## src/rtl/pcb_regs.svh

```systemverilog
// Bus command codes and address-phase field layout for the bridge decoder.
// Assumes a 32-bit multiplexed address/data bus with active-low command lines.
`ifndef PCB_REGS_SVH
`define PCB_REGS_SVH

// ----------------------------------------------------------------------------
// Command codes (true polarity, cbe_n inverted)
// ----------------------------------------------------------------------------
`define PCB_CMD_INTACK   4'h0
`define PCB_CMD_SPECIAL  4'h1
`define PCB_CMD_IO_RD    4'h2
`define PCB_CMD_IO_WR    4'h3
`define PCB_CMD_RSV4     4'h4
`define PCB_CMD_RSV5     4'h5
`define PCB_CMD_MEM_RD   4'h6
`define PCB_CMD_MEM_WR   4'h7
`define PCB_CMD_RSV8     4'h8
`define PCB_CMD_RSV9     4'h9
`define PCB_CMD_CFG_RD   4'ha
`define PCB_CMD_CFG_WR   4'hb
`define PCB_CMD_MEM_RDM  4'hc
`define PCB_CMD_DUAL     4'hd
`define PCB_CMD_MEM_RDL  4'he
`define PCB_CMD_MEM_WRI  4'hf

// ----------------------------------------------------------------------------
// Address-phase fields
// ----------------------------------------------------------------------------
`define PCB_ADDR_LOW_MSB  1
`define PCB_ADDR_LOW_LSB  0
`define PCB_BURST_LINEAR  2'h0
`define PCB_CFG_TYPE0     2'h0
`define PCB_CFG_TYPE1     2'h1
`define PCB_ALL_BYTES_N   4'h0
`define PCB_UPPER_ZERO    32'h0000_0000
`define PCB_ADDR_PHASES   1

`endif

```

## src/rtl/pcb_pkg.sv

```systemverilog
// Shared types for the bridge command/address decoder and its initiator.
// Assumes pcb_regs.svh supplies all numeric codes.
package pcb_pkg;

  typedef logic [3:0]  pcb_cmd_type;
  typedef logic [63:0] pcb_addr64_type;

  // Initiator address-phase sequencer
  typedef enum logic [1:0] {
    PCB_ST_IDLE,
    PCB_ST_ADDR1,
    PCB_ST_ADDR2,
    PCB_ST_DATA
  } pcb_init_state_type;

endpackage

```

## src/rtl/pcb_bus_if.sv

```systemverilog
// Shared bus carrier between the initiator end and the bridge decoder end.
// Assumes one clock; the testbench resolves wire levels from the enables.
`timescale 1ns/1ps
`default_nettype none

interface pcb_bus_if;
  logic        frame_n;     // Frame, active low
  logic        frame_oe_n;  // Frame output enable, low while driven
  logic [31:0] ad;          // Multiplexed address/data
  logic        ad_oe_n;     // Address/data output enable, low while driven
  logic [3:0]  cbe_n;       // Command / byte enables, active low
  logic        cbe_oe_n;    // Command output enable, low while driven

  modport initiator (
    output frame_n, frame_oe_n, ad, ad_oe_n, cbe_n, cbe_oe_n
  );
  modport bridge (
    input  frame_n, frame_oe_n, ad, ad_oe_n, cbe_n, cbe_oe_n
  );
endinterface

`default_nettype wire

```

## src/rtl/pcb_addr_capture.sv

```systemverilog
// Address-phase capture: finds the first address phase and folds a dual
// address pair into one 64-bit address with its effective command.
// Assumes bus signals come from logic on the same clock.
`timescale 1ns/1ps
`default_nettype none
`include "pcb_regs.svh"

module pcb_addr_capture (
  input  wire logic                    clock,       // 50 MHz clock
  input  wire logic                    reset_n,     // Async reset, active low
  input  wire logic                    frame_act,   // Frame driven and asserted
  input  wire logic [31:0]             ad,          // Address/data lines
  input  wire pcb_pkg::pcb_cmd_type    cmd,         // Command, true polarity
  output logic                         cap_valid,   // Address complete, one cycle
  output pcb_pkg::pcb_addr64_type      cap_addr,    // Full address
  output pcb_pkg::pcb_cmd_type         cap_cmd,     // Effective command
  output logic                         cap_dual     // Two address phases seen
);

  logic frame_prev_ff;
  logic wait_hi_ff;
  logic start;

  // --------------------------------------------------------------------------
  // First address phase detection
  // --------------------------------------------------------------------------
  assign start = frame_act && !frame_prev_ff;

  always_ff @(posedge clock or negedge reset_n) begin
    if (!reset_n) begin
      frame_prev_ff <= 1'b0;
    end else begin
      frame_prev_ff <= frame_act;
    end
  end

  // Second phase always expected on the very next clock
  always_ff @(posedge clock or negedge reset_n) begin
    if (!reset_n) begin
      wait_hi_ff <= 1'b0;
    end else begin
      wait_hi_ff <= start && (cmd == `PCB_CMD_DUAL);
    end
  end

  // --------------------------------------------------------------------------
  // Address and command registers
  // --------------------------------------------------------------------------
  always_ff @(posedge clock or negedge reset_n) begin
    if (!reset_n) begin
      cap_valid <= 1'b0;
      cap_addr  <= 64'h0;
      cap_cmd   <= 4'h0;
      cap_dual  <= 1'b0;
    end else begin
      cap_valid <= (start && (cmd != `PCB_CMD_DUAL)) || wait_hi_ff;
      if (start) begin
        cap_addr <= {32'h0000_0000, ad};
        cap_cmd  <= cmd;
        cap_dual <= 1'b0;
      end else if (wait_hi_ff) begin
        cap_addr <= {ad, cap_addr[31:0]};
        cap_cmd  <= cmd;
        cap_dual <= 1'b1;
      end
    end
  end

endmodule

`default_nettype wire

```

## src/rtl/pcb_bridge_decode.sv

```systemverilog
// Bridge end: screens bus commands as target and as master on either bus
// and routes dual address transactions against the prefetchable range.
// Assumes the bus comes from same-clock logic; range bounds are stable.
//
// What this block does
// - Interrupt acknowledge never issued, never claimed
// - Reserved commands never issued, never claimed
// - Special cycles issued, never claimed as target
// - Remote special cycles requested via type 1
// - I/O and memory read/write both directions
// - Read multiple, line, invalidate, dual supported
// - Config reads secondary out; type 1 writes
// - No type 0 configuration onto primary
// - One clock per phase, starts on frame
// - Single phase: address on AD, command on C/BE
// - Nonlinear burst order disconnects after first transfer
// - Second dual phase on the next clock
// - Dual: low address first, high second
// - Dual downstream only inside prefetchable range
// - Second dual phase carries memory commands only
// - Upper dual address half never zero
`timescale 1ns/1ps
`default_nettype none
`include "pcb_regs.svh"

module pcb_bridge_decode (
  input  wire logic                    clock,          // 50 MHz clock
  input  wire logic                    reset_n,        // Async reset, active low
  pcb_bus_if.bridge                    bus,            // Observed bus
  input  wire logic                    on_secondary,   // Watched bus is secondary
  input  wire pcb_pkg::pcb_addr64_type pf_base,        // Prefetchable range base
  input  wire pcb_pkg::pcb_addr64_type pf_limit,       // Prefetchable range limit
  input  wire pcb_pkg::pcb_cmd_type    mst_cmd,        // Command to be issued
  input  wire logic                    mst_secondary,  // Issue onto secondary bus
  input  wire logic [1:0]              mst_cfg_type,   // Config type to issue
  output logic                         mst_allowed,    // Issue permitted
  output logic                         dec_valid,      // Decision ready, one cycle
  output logic                         dec_claim,      // Bridge claims cycle
  output logic                         dec_downstream, // Forward primary to secondary
  output logic                         dec_disconnect, // Stop after first transfer
  output logic                         dec_dual,       // Dual address seen
  output pcb_pkg::pcb_cmd_type         dec_cmd,        // Effective command
  output pcb_pkg::pcb_addr64_type      dec_addr        // Full address
);

  logic                    frame_act;
  logic                    cap_valid;
  pcb_pkg::pcb_addr64_type cap_addr;
  pcb_pkg::pcb_cmd_type    cap_cmd;
  logic                    cap_dual;
  logic                    tgt_ok;
  logic                    in_range;
  logic                    is_mem;
  logic                    claim;
  logic                    single_claim;
  logic                    dual_claim;
  logic [1:0]              low_bits;
  logic                    burst_linear;
  logic                    cfg_type1;
  logic                    above_base;
  logic                    below_limit;
  logic                    mst_cfg_ok;

  // --------------------------------------------------------------------------
  // Address capture
  // --------------------------------------------------------------------------
  assign frame_act = !bus.frame_oe_n && !bus.frame_n;

  pcb_addr_capture u_capture (
    .clock     (clock),
    .reset_n   (reset_n),
    .frame_act (frame_act),
    .ad        (bus.ad),
    .cmd       (~bus.cbe_n),
    .cap_valid (cap_valid),
    .cap_addr  (cap_addr),
    .cap_cmd   (cap_cmd),
    .cap_dual  (cap_dual)
  );

  // --------------------------------------------------------------------------
  // Address field decode
  // --------------------------------------------------------------------------
  // Low address bits select burst order or config type
  assign low_bits     = cap_addr[`PCB_ADDR_LOW_MSB:`PCB_ADDR_LOW_LSB];
  assign burst_linear = (low_bits == `PCB_BURST_LINEAR);
  assign cfg_type1    = (low_bits == `PCB_CFG_TYPE1);

  // --------------------------------------------------------------------------
  // Target acceptance per command and side
  // --------------------------------------------------------------------------
  // Memory commands that may stand in a second dual phase
  always_comb begin
    unique case (cap_cmd)
      `PCB_CMD_MEM_RD,
      `PCB_CMD_MEM_WR,
      `PCB_CMD_MEM_RDM,
      `PCB_CMD_MEM_RDL,
      `PCB_CMD_MEM_WRI: is_mem = 1'b1;
      default:          is_mem = 1'b0;
    endcase
  end

  always_comb begin
    tgt_ok = 1'b0;
    unique case (cap_cmd)
      `PCB_CMD_INTACK:  tgt_ok = 1'b0;
      `PCB_CMD_SPECIAL: tgt_ok = 1'b0;
      `PCB_CMD_RSV4:    tgt_ok = 1'b0;
      `PCB_CMD_RSV5:    tgt_ok = 1'b0;
      `PCB_CMD_RSV8:    tgt_ok = 1'b0;
      `PCB_CMD_RSV9:    tgt_ok = 1'b0;
      `PCB_CMD_IO_RD:   tgt_ok = 1'b1;
      `PCB_CMD_IO_WR:   tgt_ok = 1'b1;
      `PCB_CMD_MEM_RD:  tgt_ok = 1'b1;
      `PCB_CMD_MEM_WR:  tgt_ok = 1'b1;
      `PCB_CMD_MEM_RDM: tgt_ok = 1'b1;
      `PCB_CMD_MEM_RDL: tgt_ok = 1'b1;
      `PCB_CMD_MEM_WRI: tgt_ok = 1'b1;
      `PCB_CMD_CFG_RD:  tgt_ok = !on_secondary;
      `PCB_CMD_CFG_WR:  tgt_ok = !on_secondary || cfg_type1;
      `PCB_CMD_DUAL:    tgt_ok = 1'b0;  // Dual code in second phase is illegal
    endcase
  end

  // Range check uses the completed 64-bit address only
  assign above_base  = (cap_addr >= pf_base);
  assign below_limit = (cap_addr <= pf_limit);
  assign in_range    = above_base && below_limit;

  // --------------------------------------------------------------------------
  // Target claim
  // --------------------------------------------------------------------------
  // Single phase claims by command, dual by memory command and range side
  assign single_claim = tgt_ok;
  assign dual_claim   = is_mem && (on_secondary ? !in_range : in_range);

  // Dual result replaces the command-only result
  always_comb begin
    claim = single_claim;
    if (cap_dual) begin
      // Non-memory second phase is left to master abort
      claim = dual_claim;
    end
  end

  // --------------------------------------------------------------------------
  // Decision registers
  // --------------------------------------------------------------------------
  // Decision pulse one cycle after capture
  always_ff @(posedge clock or negedge reset_n) begin
    if (!reset_n) begin
      dec_valid <= 1'b0;
    end else begin
      dec_valid <= cap_valid;
    end
  end

  // Decision fields hold until the next decision
  always_ff @(posedge clock or negedge reset_n) begin
    if (!reset_n) begin
      dec_claim      <= 1'b0;
      dec_downstream <= 1'b0;
      dec_disconnect <= 1'b0;
      dec_dual       <= 1'b0;
      dec_cmd        <= 4'h0;
      dec_addr       <= 64'h0;
    end else if (cap_valid) begin
      dec_claim      <= claim;
      dec_downstream <= claim && !on_secondary;
      dec_disconnect <= claim && is_mem &&
                        !burst_linear;
      dec_dual       <= cap_dual;
      dec_cmd        <= cap_cmd;
      dec_addr       <= cap_addr;
    end
  end

  // --------------------------------------------------------------------------
  // Master issue screening
  // --------------------------------------------------------------------------
  // Primary config writes only in type 1 form
  assign mst_cfg_ok = mst_secondary || (mst_cfg_type == `PCB_CFG_TYPE1);

  // Issue permission per command and bus
  always_comb begin
    mst_allowed = 1'b0;
    unique case (mst_cmd)
      `PCB_CMD_INTACK:  mst_allowed = 1'b0;
      `PCB_CMD_RSV4:    mst_allowed = 1'b0;
      `PCB_CMD_RSV5:    mst_allowed = 1'b0;
      `PCB_CMD_RSV8:    mst_allowed = 1'b0;
      `PCB_CMD_RSV9:    mst_allowed = 1'b0;
      `PCB_CMD_SPECIAL: mst_allowed = 1'b1;
      `PCB_CMD_IO_RD:   mst_allowed = 1'b1;
      `PCB_CMD_IO_WR:   mst_allowed = 1'b1;
      `PCB_CMD_MEM_RD:  mst_allowed = 1'b1;
      `PCB_CMD_MEM_WR:  mst_allowed = 1'b1;
      `PCB_CMD_MEM_RDM: mst_allowed = 1'b1;
      `PCB_CMD_MEM_RDL: mst_allowed = 1'b1;
      `PCB_CMD_MEM_WRI: mst_allowed = 1'b1;
      `PCB_CMD_DUAL:    mst_allowed = 1'b1;
      `PCB_CMD_CFG_RD:  mst_allowed = mst_secondary;
      `PCB_CMD_CFG_WR:  mst_allowed = mst_cfg_ok;
    endcase
  end

endmodule

`default_nettype wire

```

## src/flat_wrapper.sv

```systemverilog
// flat-port wrapper written by rule: the top's interface ports become plain ports
module pcb_bridge_decode_flat 
  (clock, reset_n, on_secondary, pf_base, pf_limit, mst_cmd, mst_secondary, mst_cfg_type, mst_allowed, dec_valid, dec_claim, dec_downstream, dec_disconnect, dec_dual, dec_cmd, dec_addr, bus_frame_n, bus_frame_oe_n, bus_ad, bus_ad_oe_n, bus_cbe_n, bus_cbe_oe_n);
  pcb_bus_if bus_i ();
  input  wire logic clock;
  input  wire logic reset_n;
  input  wire logic on_secondary;
  input  wire pcb_pkg::pcb_addr64_type pf_base;
  input  wire pcb_pkg::pcb_addr64_type pf_limit;
  input  wire pcb_pkg::pcb_cmd_type mst_cmd;
  input  wire logic mst_secondary;
  input  wire logic [1:0] mst_cfg_type;
  output logic mst_allowed;
  output logic dec_valid;
  output logic dec_claim;
  output logic dec_downstream;
  output logic dec_disconnect;
  output logic dec_dual;
  output pcb_pkg::pcb_cmd_type dec_cmd;
  output pcb_pkg::pcb_addr64_type dec_addr;
  input wire logic [$bits(bus_i.frame_n)-1:0] bus_frame_n;
  input wire logic [$bits(bus_i.frame_oe_n)-1:0] bus_frame_oe_n;
  input wire logic [$bits(bus_i.ad)-1:0] bus_ad;
  input wire logic [$bits(bus_i.ad_oe_n)-1:0] bus_ad_oe_n;
  input wire logic [$bits(bus_i.cbe_n)-1:0] bus_cbe_n;
  input wire logic [$bits(bus_i.cbe_oe_n)-1:0] bus_cbe_oe_n;
  assign bus_i.frame_n = bus_frame_n;
  assign bus_i.frame_oe_n = bus_frame_oe_n;
  assign bus_i.ad = bus_ad;
  assign bus_i.ad_oe_n = bus_ad_oe_n;
  assign bus_i.cbe_n = bus_cbe_n;
  assign bus_i.cbe_oe_n = bus_cbe_oe_n;
  pcb_bridge_decode u_core (.clock(clock), .reset_n(reset_n), .bus(bus_i), .on_secondary(on_secondary), .pf_base(pf_base), .pf_limit(pf_limit), .mst_cmd(mst_cmd), .mst_secondary(mst_secondary), .mst_cfg_type(mst_cfg_type), .mst_allowed(mst_allowed), .dec_valid(dec_valid), .dec_claim(dec_claim), .dec_downstream(dec_downstream), .dec_disconnect(dec_disconnect), .dec_dual(dec_dual), .dec_cmd(dec_cmd), .dec_addr(dec_addr));
endmodule
```

## config.mk

```make
export PLATFORM = sky130hd
export DESIGN_NAME = pcb_bridge_decode_flat
export DESIGN_NICKNAME = d
export VERILOG_FILES = /design/src/rtl/pcb_pkg.sv /design/src/rtl/pcb_bus_if.sv /design/src/rtl/pcb_addr_capture.sv /design/src/rtl/pcb_bridge_decode.sv /design/src/flat_wrapper.sv
export VERILOG_INCLUDE_DIRS = /design/src /design/src/rtl
export SDC_FILE = /design/constraint.sdc
export NUM_CORES = 1
export LEC_CHECK = 0
export BUFFER_PORTS_ARGS = -buffer_cell sky130_fd_sc_hd__buf_2
export CORE_MARGIN = 2
export CORE_UTILIZATION = 30
export DETAILED_ROUTE_END_ITERATION = 7
export GPL_TIMING_DRIVEN = 1
export PLACE_DENSITY = 0.5
export SLEW_MARGIN = 20
export SYNTH_ARGS = -nofsm -noshare
export SYNTH_HDL_FRONTEND = slang
export SYNTH_SLANG_ARGS = --single-unit
```

## constraint.sdc

```tcl
create_clock -name clock -period 7.42 [get_ports clock]
set_clock_uncertainty 0.15 [all_clocks]
set_input_delay 1.484 -clock clock [delete_from_list [all_inputs] [get_ports clock]]
set_output_delay 1.484 -clock clock [all_outputs]
set_load 0.01 [all_outputs]
```

==> impl_metrics.csv, run 1 <==
group,metric,value,unit
route,drt_first_pass_iters,4,
route,post_route_wl,25300,um
critical_path,worstSetupEndpointType,"flop",
power_and_ir_drop,clock_power_share,35.2,%
power_and_ir_drop,p_sw_share,31.8,%
yosys,synth-main-ff-cell,"sky130_fd_sc_hd__dfrtp_1",
clock_tree,post_cts_resize_count,0,
route,detailedRoute.firstIterationViolations,318,
critical_path,timing.critical_path.slowest_cell_delay,0.67,ns
clock_tree,insertion_delay,0.42,ns
route,route.detailed.drc,0,
yosys,synth-compound-area-share,8.28,%
sta,grt_setup_unrepaired,"false",
route,viasPerCell,4.62,
floorplanning,num_rows,62,
power_and_ir_drop,comb_power_share,22.4,%
critical_path,crit_fanout,4,
clock_tree,clockRootBuffer,"sky130_fd_sc_hd__clkbuf_16",
yosys,yosys_synthesis_warning_count,0,
placed_design,detailed_place_hpwl,19600,um
sta,hold_viol,0,
clock_tree,clk_pin_slew,0.07,ns
global_route,grt_util_all_layers,16.9,%
final_layout,flow.area_growth_from_synthesis,25.8,%
critical_path,crit_arrival,4.30,ns
sta,final.min_clock_period,4.14,ns
yosys,synth.mux.area_fraction,16.6,%
yosys,syn_avg_cell_area,10.7,um^2
sta,final.period_utilization,55.8,%
final_layout,final_core_area_utilization,38.4,%
yosys,ys_types,52,
job,drv_cap,0,
yosys,mappedNetlistArea,8780,um^2
placed_design,io_buffer_count,249,
power_and_ir_drop,p_per_area,214,nW/um^2
placed_design,instance_area_after_placement,10500,um^2
route,via_count,6810,
yosys,synth.yosys.seq_area_share,41.3,%
clock_tree,cts_tree,"done",
global_route,grt_antenna_before_repair,5,
clock_tree,clock_path_buffers,2,
yosys,synth_edf_count,0,
power_and_ir_drop,total_power,2360,uW
yosys,post_synth_and_or_nand_nor_area_fraction,8.80,%
placed_design,globalplace.congestion,0.855,
critical_path,critical_path_launch_point_type,"input pin",
power_and_ir_drop,net-switching-power,751,uW
route,routed_wire_length_per_instance,17.1,um
sta,holdWs,0.299,ns
floorplanning,floorplan.initialDensity,30.5,%
power_and_ir_drop,share_seq_of_total_power,42.3,%
clock_tree,cts_setup_buffers,0,
clock_tree,cts_buffers,17,
status,outcome,"complete, no violations",
final_layout,design.final.nets,1383,
global_route,grt_pass1_vias,7069,
critical_path,required,7.58,ns
critical_path,setup.worst_path.class,"in2reg",
worst_hold_path,class_of_the_tightest_hold_or_removal_check,"reg2reg",
global_route,wire_length_of_the_first_global_routing_pass,39700,um
yosys,seq_cells_post_synth,145,
power_and_ir_drop,p_int,1610,uW
yosys,synthXorXnorAreaFrac,0,%
final_layout,mostFrequentLayoutCells,"sky130_fd_sc_hd__buf_2 (248), sky130_fd_sc_hd__dfrtp_1 (143), sky130_fd_sc_hd__inv_1 (133)",
critical_path,rr_startpoint,"u_core.u_capture.cap_addr[0]",
floorplanning,chipWidth,175,um
sta,report.final.setup_viol,0,
yosys,syn_nets,1130,
route,antenna_left,0,
worst_hold_path,min-delay-start,"u_core.u_capture.frame_prev_ff",
final_layout,final_instance_area,11000,um^2
sta,slew_headroom,41.7,%
clock_tree,clock_sink_count,145,
critical_path,critPathLaunch,"pf_base[0]",
critical_path,critical_path.most_common_cell,"sky130_fd_sc_hd__o311ai_1",
power_and_ir_drop,leakage,0.00606,uW
sta,fin_setup_tns,0,ns
final_layout,final_common_cell,"sky130_fd_sc_hd__buf_2",
floorplanning,io_pins,252,
final_layout,layout.filler_cells,2907,
final_layout,layout-drive-gt1-share,36.6,%
sta,tightestPinTransition,0.874,ns
floorplanning,coreArea,28800,um^2
global_route,grt_start_max_net_pins,87,
sta,final-max-slew-violation-count,0,
yosys,synth_adder_area_share,18.2,%
floorplanning,design.die.area,30600,um^2
critical_path,critical_path_cell_list,"buf_2 > ha_1 > nand2b_4 > a2111oi_0 > o311ai_1 > o311ai_1 > a41oi_1 > o32ai_2 > and4b_1 > nor3_2",
sta,fmax,0.241,GHz
yosys,syn_inst,824,
yosys,synth-async-reset-ratio,100,%
global_route,grt_overflow_total,0,
clock_tree,cts-hold-fix-buffers,0,
power_and_ir_drop,vdd_ir_drop_max,0.135,mV
floorplanning,die_y,175,um
clock_tree,htree_levels,4,
yosys,combinational_family_with_the_most_area_after_synthesis,"adder cells",
critical_path,crit_slowest_cell,"sky130_fd_sc_hd__a2111oi_0",
per-stage QoR:
| stage | setup WS, ns | cells |
|---|---|---|
| floorplan | 3.77 | 824 |
| CTS | 3.13 | 1473 |
| global route | 3.05 | 1475 |
| finish | 3.28 | 1475 |
| global placement | 2.70 | 1441 |
| detailed placement | 2.67 | 1441 |
power groups by stage:
stage,clock network [uW],registers (uW),logic [uW]
after floorplan,0,1020,285
after global placement,0,1020,523
after detailed placement,0,1020,531
after CTS,860,1010,534
after global routing,892,1020,605
final,832,1000,530
final cells by class:
type | count | area [um^2] | share of cell area, %
diodes | 1 | 2.50 | 0.0227
multi-input cells | 526 | 4560 | 41.3
clock buffers | 17 | 425 | 3.85
repair buffers | 254 | 1310 | 11.9
well taps | 384 | 480 | 4.35
flip-flops and latches | 145 | 3630 | 32.9
inverters | 133 | 499 | 4.52
clock inverters | 15 | 126 | 1.14
worst max-delay path, delay by kind of cell:
| kind | cells | cell delay (ns) |
|---|---|---|
| AO/OA/AOI/OAI | 5 | 1.98 |
| AND/OR/NAND/NOR | 3 | 0.45 |
| adder cells (fa/ha/maj) | 1 | 0.28 |
| buffers and inverters | 1 | 0.10 |
metal layers:
metal  vias up  part of all wire [%]  track usage, %
met5         -                  0.15               0
met4         6                  0.74            3.23
met1      3200                    48            22.9
met2       188                    45            27.5
li1       3398                     -               -
met3        18                   5.9            4.37
synth_stat cells, drive strengths merged, types with 4 or more instances:
cell type	n	area [um^2]
nor3	7	40.0
mux2i	33	330
a211oi	4	30.0
nor2b	4	25.0
nand3	15	75.1
mux2	100	1130
inv	133	499
nor4	5	46.3
nand2b	4	32.5
clkbuf	13	58.8
nand2	25	93.8
nor2	49	184
nand4	28	175
ha	128	1600
a21o	21	160
dfrtp	145	3630
o21ai	18	90.1
buf	7	33.8
a21oi	49	245
cells by family after synthesis:
kind of cell    Yosys count
buf+inv                 153
simple gates            149
compound gates          116
mux                     133
fa+ha+maj               128
flops                   145
path summary, 6_finish.rpt:
check	endpoint	slack, ns	depth (start not counted)
max in group asynchronous	u_core.dec_addr[42]	4.73	2
worst max register to register	u_core.dec_disconnect	3.89	10
worst max-delay path	u_core.dec_disconnect	3.28	10
min in group asynchronous	u_core.dec_addr[20]	0.95	1
worst min-delay path	u_core.u_capture.wait_hi_ff	0.30	1
worst min register to register	u_core.u_capture.wait_hi_ff	0.30	1
state kept, by name, indices dropped and copies added (netlist names), 4 cells and up:
register / cells
u_core.u_capture.cap_cmd: 4
u_core.u_capture.cap_addr: 64
u_core.dec_addr: 64
u_core.dec_cmd: 4
No activity file was read; power rests on OpenSTA's default activity.
==> run 2, diff against run 1 <==
--- a/config.mk
+++ b/config.mk
@@ -11,7 +11,7 @@
 export CORE_UTILIZATION = 30
 export DETAILED_ROUTE_END_ITERATION = 7
 export GPL_TIMING_DRIVEN = 1
-export PLACE_DENSITY = 0.5
+export PLACE_DENSITY = 0.52
 export SLEW_MARGIN = 20
 export SYNTH_ARGS = -nofsm -noshare
 export SYNTH_HDL_FRONTEND = slang
==> constraint.sdc (replaced) <==
create_clock -name clock -period 3.5 [get_ports clock]
set_clock_uncertainty 0.15 [all_clocks]
set_input_delay 0.7 -clock clock [delete_from_list [all_inputs] [get_ports clock]]
set_output_delay 0.7 -clock clock [all_outputs]
set_load 0.01 [all_outputs]
==> impl_metrics.csv, run 2 (synthesis gave the netlist of run 1 again) <==
group,metric,value,unit
status,outcome,"complete, no violations",
clock_tree,clk_pin_slew,0.07,ns
global_route,wire_length_of_the_first_global_routing_pass,39400,um
sta,final.period_utilization,93.5,%
sta,hold_viol,0,
route,via_count,6881,
route,antenna_left,0,
critical_path,setup.worst_path.class,"reg2reg",
final_layout,design.final.nets,1398,
placed_design,globalplace.congestion,0.827,
critical_path,worstSetupEndpointType,"flop",
placed_design,detailed_place_hpwl,19800,um
final_layout,mostFrequentLayoutCells,"sky130_fd_sc_hd__buf_2 (248), sky130_fd_sc_hd__dfrtp_1 (143), sky130_fd_sc_hd__inv_1 (133)",
placed_design,placed_cells,1456,
sta,fmax,0.306,GHz
sta,grt_setup_unrepaired,"false",
global_route,global_route.usage.met1,22.7,%
worst_hold_path,class_of_the_tightest_hold_or_removal_check,"in2async",
clock_tree,htree_levels,4,
critical_path,required,3.65,ns
floorplanning,design.die.area,30600,um^2
clock_tree,cts_setup_buffers,0,
route,detailedRoute.firstIterationViolations,225,
power_and_ir_drop,p_per_area,459,nW/um^2
route,routed_wire_length_per_instance,16.7,um
clock_tree,cts_buffers,17,
critical_path,crit_fanout,4,
sta,tightestPinTransition,0.854,ns
global_route,grt_use_met2,26.7,%
placed_design,instance_area_after_placement,10600,um^2
floorplanning,io_pins,252,
final_layout,multiInputGateArea,4570,um^2
clock_tree,clock_path_buffers,2,
final_layout,finalNonFillerCells,1494,
final_layout,largestRegisters,"u_core.dec_addr (64), u_core.u_capture.cap_addr (64)",
global_route,grt_pass1_vias,7120,
power_and_ir_drop,leakage,0.00616,uW
global_route,grt_overflow_total,0,
clock_tree,post_cts_resize_count,0,
clock_tree,cts-hold-fix-buffers,0,
job,drv_cap,0,
placed_design,io_buffer_count,249,
floorplanning,die_y,175,um
floorplanning,chipWidth,175,um
clock_tree,insertion_delay,0.42,ns
route,post_route_wl,25000,um
floorplanning,floorplan.initialDensity,30.5,%
floorplanning,coreArea,28800,um^2
clock_tree,cts_tree,"done",
route,route.detailed.drc,0,
sta,report.final.setup_viol,0,
global_route,grt_busiest_layer,"met2",
global_route,grt_start_max_net_pins,78,
power_and_ir_drop,vdd_ir_drop_max,0.255,mV
global_route,grt_antenna_before_repair,5,
final_layout,final_instance_area,11200,um^2
sta,final.min_clock_period,3.27,ns
final_layout,layout-drive-gt1-share,37.5,%
route,viasPerCell,4.61,
route,drt_first_pass_iters,4,
final_layout,final_core_area_utilization,39.0,%
clock_tree,clockRootBuffer,"sky130_fd_sc_hd__clkbuf_16",
power_and_ir_drop,total_power,5160,uW
global_route,grt.met3_usage,4.81,%
clock_tree,clock_sink_count,145,
critical_path,crit_arrival,3.43,ns
final_layout,ff_latch_area,3630,um^2
final_layout,flow.area_growth_from_synthesis,28.0,%
final_layout,final_common_cell,"sky130_fd_sc_hd__buf_2",
sta,slew_headroom,43.1,%
sta,final-max-slew-violation-count,0,
floorplanning,num_rows,62,
critical_path,critical_path_launch_point_type,"flop",
sta,fin_setup_tns,0,ns
final_layout,layout.filler_cells,2920,
global_route,grt_util_all_layers,16.7,%
-- run 2: cell count changes in the layout (fill, tap and decap cells not counted), sizes merged --
cell,previous run,this run
buf,254,269
diode,1,5
inv,142,138
clkbuf,17,20
bufinv,0,2
clkinvlp,4,2
clkinv,2,3
-- run 2: layer usage --
layer	vias up	routed length [um]
met5	-	12
met3	14	1580
met2	188	11200
met1	3231	12000
met4	2	227
li1	3446	-
-- run 2: power by group --
part           total (uW)  switching [uW]  internal [uW]
clock                1900             791           1110
combinational        1130             555            576
sequential           2130             211           1920
-- run 2: path summary, 6_finish.rpt --
path | startpoint | endpoint | slack, ns | cells past startpoint
max in group asynchronous | reset_n | u_core.u_capture.cap_valid | 2.38 | 2
worst max register to register | u_core.u_capture.cap_addr[0] | u_core.dec_disconnect | 0.23 | 13
worst max-delay path | u_core.u_capture.cap_addr[0] | u_core.dec_disconnect | 0.23 | 13
worst min register to register | u_core.u_capture.frame_prev_ff | u_core.u_capture.wait_hi_ff | 0.30 | 1
worst min-delay path | reset_n | u_core.dec_addr[52] | 0.06 | 1
min in group clock | u_core.u_capture.frame_prev_ff | u_core.u_capture.wait_hi_ff | 0.30 | 1
-- run 2: through the flow --
| stage | setup slack (ns) | hold slack (ns) |
|---|---|---|
| after floorplan | 0.634 | 0.254 |
| after global placement | -0.126 | 0.281 |
| after detailed placement | -0.164 | 0.291 |
| after CTS | 0.0492 | 0.0665 |
| after global routing | 0.0359 | 0.0758 |
| final | 0.228 | 0.0625 |
-- run 2: area by class of cell --
| type | count | share of cell area [%] |
|---|---|---|
| Sequential cell | 145 | 32.3 |
| Tap cell | 384 | 4.28 |
| Inverter | 133 | 4.44 |
| Timing Repair Buffer | 269 | 12.8 |
| Clock buffer | 20 | 4.07 |
| Multi-Input combinational cell | 526 | 40.7 |
| Clock inverter | 12 | 1.29 |
| Antenna cell | 5 | 0.111 |
-- run 2: worst max-delay path, stage by stage, from the launching register on --
cell                        delay, ns
sky130_fd_sc_hd__dfrtp_1         0.45
sky130_fd_sc_hd__inv_1           0.12
sky130_fd_sc_hd__ha_1            0.29
sky130_fd_sc_hd__nand2b_4        0.14
sky130_fd_sc_hd__a2111oi_0       0.41
sky130_fd_sc_hd__buf_4           0.19
sky130_fd_sc_hd__o311ai_1        0.09
sky130_fd_sc_hd__o311ai_2        0.36
sky130_fd_sc_hd__buf_4           0.19
sky130_fd_sc_hd__a41oi_1         0.12
sky130_fd_sc_hd__o32ai_2         0.22
sky130_fd_sc_hd__buf_4           0.17
sky130_fd_sc_hd__and4b_1         0.21
sky130_fd_sc_hd__nor3_2          0.05
==> run 3, diff against run 2 <==
--- a/config.mk
+++ b/config.mk
@@ -9,10 +9,12 @@
 export BUFFER_PORTS_ARGS = -buffer_cell sky130_fd_sc_hd__buf_2
 export CORE_MARGIN = 2
 export CORE_UTILIZATION = 30
+export CTS_CLUSTER_DIAMETER = 30
 export DETAILED_ROUTE_END_ITERATION = 7
 export GPL_TIMING_DRIVEN = 1
 export PLACE_DENSITY = 0.52
 export SLEW_MARGIN = 20
 export SYNTH_ARGS = -nofsm -noshare
 export SYNTH_HDL_FRONTEND = slang
+export SYNTH_HIERARCHICAL = 1
 export SYNTH_SLANG_ARGS = --single-unit
==> impl_metrics.csv, run 3 <==
group,metric,value,unit
status,outcome,"complete, no violations",
yosys,synth.top_cells.by_area,"sky130_fd_sc_hd__dfrtp_1 (40%), sky130_fd_sc_hd__ha_1 (18%), sky130_fd_sc_hd__mux2_2 (9.0%)",
yosys,syn_nets,1135,
yosys,synthMostInstantiatedCell,"sky130_fd_sc_hd__dfrtp_1",
final_layout,design.final.nets,1397,
yosys,syn_inst,829,
yosys,ys_types,52,
route,route.detailed.drc,0,
final_layout,largestRegisters,"u_core/dec_addr (64), u_core/u_capture/cap_addr (64)",
placed_design,instance_area_after_placement,10800,um^2
route,post_route_wl,25700,um
sta,final.period_utilization,91.7,%
power_and_ir_drop,clock_power_share,34.4,%
power_and_ir_drop,total_power,5100,uW
route,drt_first_pass_iters,4,
yosys,synth_edf_count,0,
yosys,synth_top_area_share,40.3,%
critical_path,worstSetupEndpointType,"flop",
critical_path,r2r_end,"u_core/dec_claim",
yosys,mappedNetlistArea,9010,um^2
global_route,wire_length_of_the_first_global_routing_pass,39300,um
floorplanning,design.die.area,31400,um^2
route,viasPerCell,4.62,
global_route,grt_antenna_before_repair,2,
route,routed_wire_length_per_instance,17.2,um
critical_path,r2r_cells,11,
floorplanning,floorplan.initialDensity,30.4,%
yosys,yosys_synthesis_warning_count,6,
yosys,synth-async-reset-ratio,100,%
clock_tree,cts-hold-fix-buffers,0,
yosys,synth.yosys.seq_area_share,40.3,%
clock_tree,cts_setup_buffers,0,
power_and_ir_drop,net-switching-power,1590,uW
clock_tree,clock_sink_count,145,
sta,fmax,0.312,GHz
placed_design,globalplace.congestion,0.803,
critical_path,crit_fanout,4,
final_layout,finalNonFillerCells,1496,
final_layout,mostFrequentLayoutCells,"sky130_fd_sc_hd__buf_2 (248), sky130_fd_sc_hd__dfrtp_1 (143), sky130_fd_sc_hd__inv_1 (136)",
clock_tree,clk_pin_slew,0.07,ns
global_route,grt_start_max_net_pins,80,
critical_path,r2r_setup_slack,0.29,ns
sta,setup_ws_final,0.292,ns
floorplanning,chipWidth,177,um
clock_tree,cts_tree,"done",
critical_path,rr_startpoint,"u_core/u_capture/cap_addr[62]",
job,drv_cap,0,
worst_hold_path,class_of_the_tightest_hold_or_removal_check,"in2async",
power_and_ir_drop,p_per_area,450,nW/um^2
power_and_ir_drop,comb_power_share,23.7,%
clock_tree,cts_buffers,17,
global_route,grt_util_all_layers,16.5,%
sta,report.final.setup_viol,0,
power_and_ir_drop,leakage,0.00631,uW
floorplanning,coreArea,29600,um^2
power_and_ir_drop,p_sw_share,31.2,%
global_route,grt_overflow_total,0,
sta,final-max-slew-violation-count,0,
critical_path,required,3.66,ns
clock_tree,insertion_delay,0.42,ns
final_layout,final_common_cell,"sky130_fd_sc_hd__buf_2",
route,via_count,6907,
clock_tree,clock_path_buffers,2,
yosys,yosys-top-cells-count,"sky130_fd_sc_hd__dfrtp_1 (145), sky130_fd_sc_hd__inv_1 (136), sky130_fd_sc_hd__ha_1 (128)",
final_layout,layout.filler_cells,3053,
global_route,grt_pass1_vias,7028,
critical_path,setup.worst_path.class,"reg2reg",
power_and_ir_drop,vdd_ir_drop_max,0.278,mV
sta,final.min_clock_period,3.21,ns
critical_path,crit_arrival,3.37,ns
yosys,seq_cells_post_synth,145,
final_layout,final_instance_area,11300,um^2
route,detailedRoute.firstIterationViolations,285,
clock_tree,clockRootBuffer,"sky130_fd_sc_hd__clkbuf_16",
placed_design,placed_cells,1461,
clock_tree,post_cts_resize_count,0,
yosys,synth-main-ff-cell,"sky130_fd_sc_hd__dfrtp_1",
floorplanning,die_y,177,um
placed_design,place_ws,-0.0199,ns
power_and_ir_drop,share_seq_of_total_power,41.8,%
floorplanning,num_rows,63,
placed_design,detailed_place_hpwl,19800,um
critical_path,critical_path_launch_point_type,"flop",
sta,tightestPinTransition,0.745,ns
sta,hold_viol,0,
placed_design,io_buffer_count,249,
yosys,synth_largest_area_cell,"sky130_fd_sc_hd__dfrtp_1",
route,antenna_left,0,
power_and_ir_drop,p_int,3510,uW
sta,grt_setup_unrepaired,"false",
sta,slew_headroom,50.3,%
yosys,syn_avg_cell_area,10.9,um^2
clock_tree,htree_levels,4,
floorplanning,io_pins,252,
final_layout,layout-drive-gt1-share,37.2,%
final_layout,flow.area_growth_from_synthesis,25.8,%
run 3: worst max-delay path by stage:
stage | slack [ns] | end | start | cells past startpoint
after floorplan | 0.72 | u_core/dec_claim | pf_base[37] | 11
after global placement | 0.008 | u_core/dec_claim | pf_base[53] | 13
after detailed placement | -0.02 | u_core/dec_claim | pf_limit[39] | 14
after CTS | 0.29 | u_core/dec_claim | u_core/u_capture/cap_addr[0] | 13
after global routing | 0.08 | u_core/dec_claim | u_core/u_capture/cap_addr[0] | 13
final | 0.29 | u_core/dec_claim | u_core/u_capture/cap_addr[62] | 11
run 3: cells by family (layout without fill, tap and decap cells):
kind of cell    after synthesis  after routing  synth area share, %
other cells                   0              2                    0
simple gates                149            149                 8.94
flops                       145            145                 40.3
buf+inv                     157            432                 7.16
compound gates              112            112                 7.71
xor+xnor                      1              1               0.0972
mux                         137            137                 18.1
fa+ha+maj                   128            128                 17.8
run 3: worst max-delay path, cell delays in order (launching register included):
cell and delay [ns]:
sky130_fd_sc_hd__dfrtp_1 0.44, sky130_fd_sc_hd__ha_1 0.33, sky130_fd_sc_hd__nand4_1 0.14, sky130_fd_sc_hd__nor4_1 0.57
sky130_fd_sc_hd__buf_4 0.24, sky130_fd_sc_hd__nor3b_1 0.30, sky130_fd_sc_hd__a2111oi_1 0.12, sky130_fd_sc_hd__a22oi_1 0.22
sky130_fd_sc_hd__buf_4 0.16, sky130_fd_sc_hd__xnor2_1 0.14, sky130_fd_sc_hd__nand2_1 0.08, sky130_fd_sc_hd__a31o_1 0.20
run 3: through the flow:
stage	setup TNS [ns]	hold slack [ns]	util (%)
after floorplan	0	0.202	-
after global placement	0	0.335	36.3
after detailed placement	-0.0199	0.341	36.3
after CTS	0	0.124	38.2
after global routing	0	0.143	38.2
final	0	0.106	38.2
run 3: layout make-up:
cell class | instances | area (um^2) | area share [%]
clock inverters | 13 | 103 | 0.905
repair buffers | 264 | 1400 | 12.4
multi-input cells | 527 | 4740 | 41.8
clock buffers | 19 | 453 | 4.00
diodes | 2 | 5.00 | 0.0442
well taps | 390 | 488 | 4.31
flip-flops and latches | 145 | 3630 | 32.1
inverters | 136 | 510 | 4.50
run 3: power by group through the flow:
stage | logic (uW) | registers [uW] | clock network, uW
2_1_floorplan | 669 | 2170 | 0
3_3_place_gp | 1190 | 2180 | 0
3_5_place_dp | 1210 | 2180 | 0
4_1_cts | 1220 | 2150 | 1810
5_1_grt | 1360 | 2180 | 1880
6_report | 1210 | 2130 | 1760
run 3: layer usage:
| metal | track usage, % | up-vias | share of wire [%] |
|---|---|---|---|
| li1 | - | 3426 | - |
| met1 | 22.7 | 3304 | 47 |
| met2 | 27.3 | 161 | 47 |
| met3 | 2.93 | 14 | 4.8 |
| met4 | 3.45 | 2 | 0.71 |
| met5 | 0 | - | 0.051 |
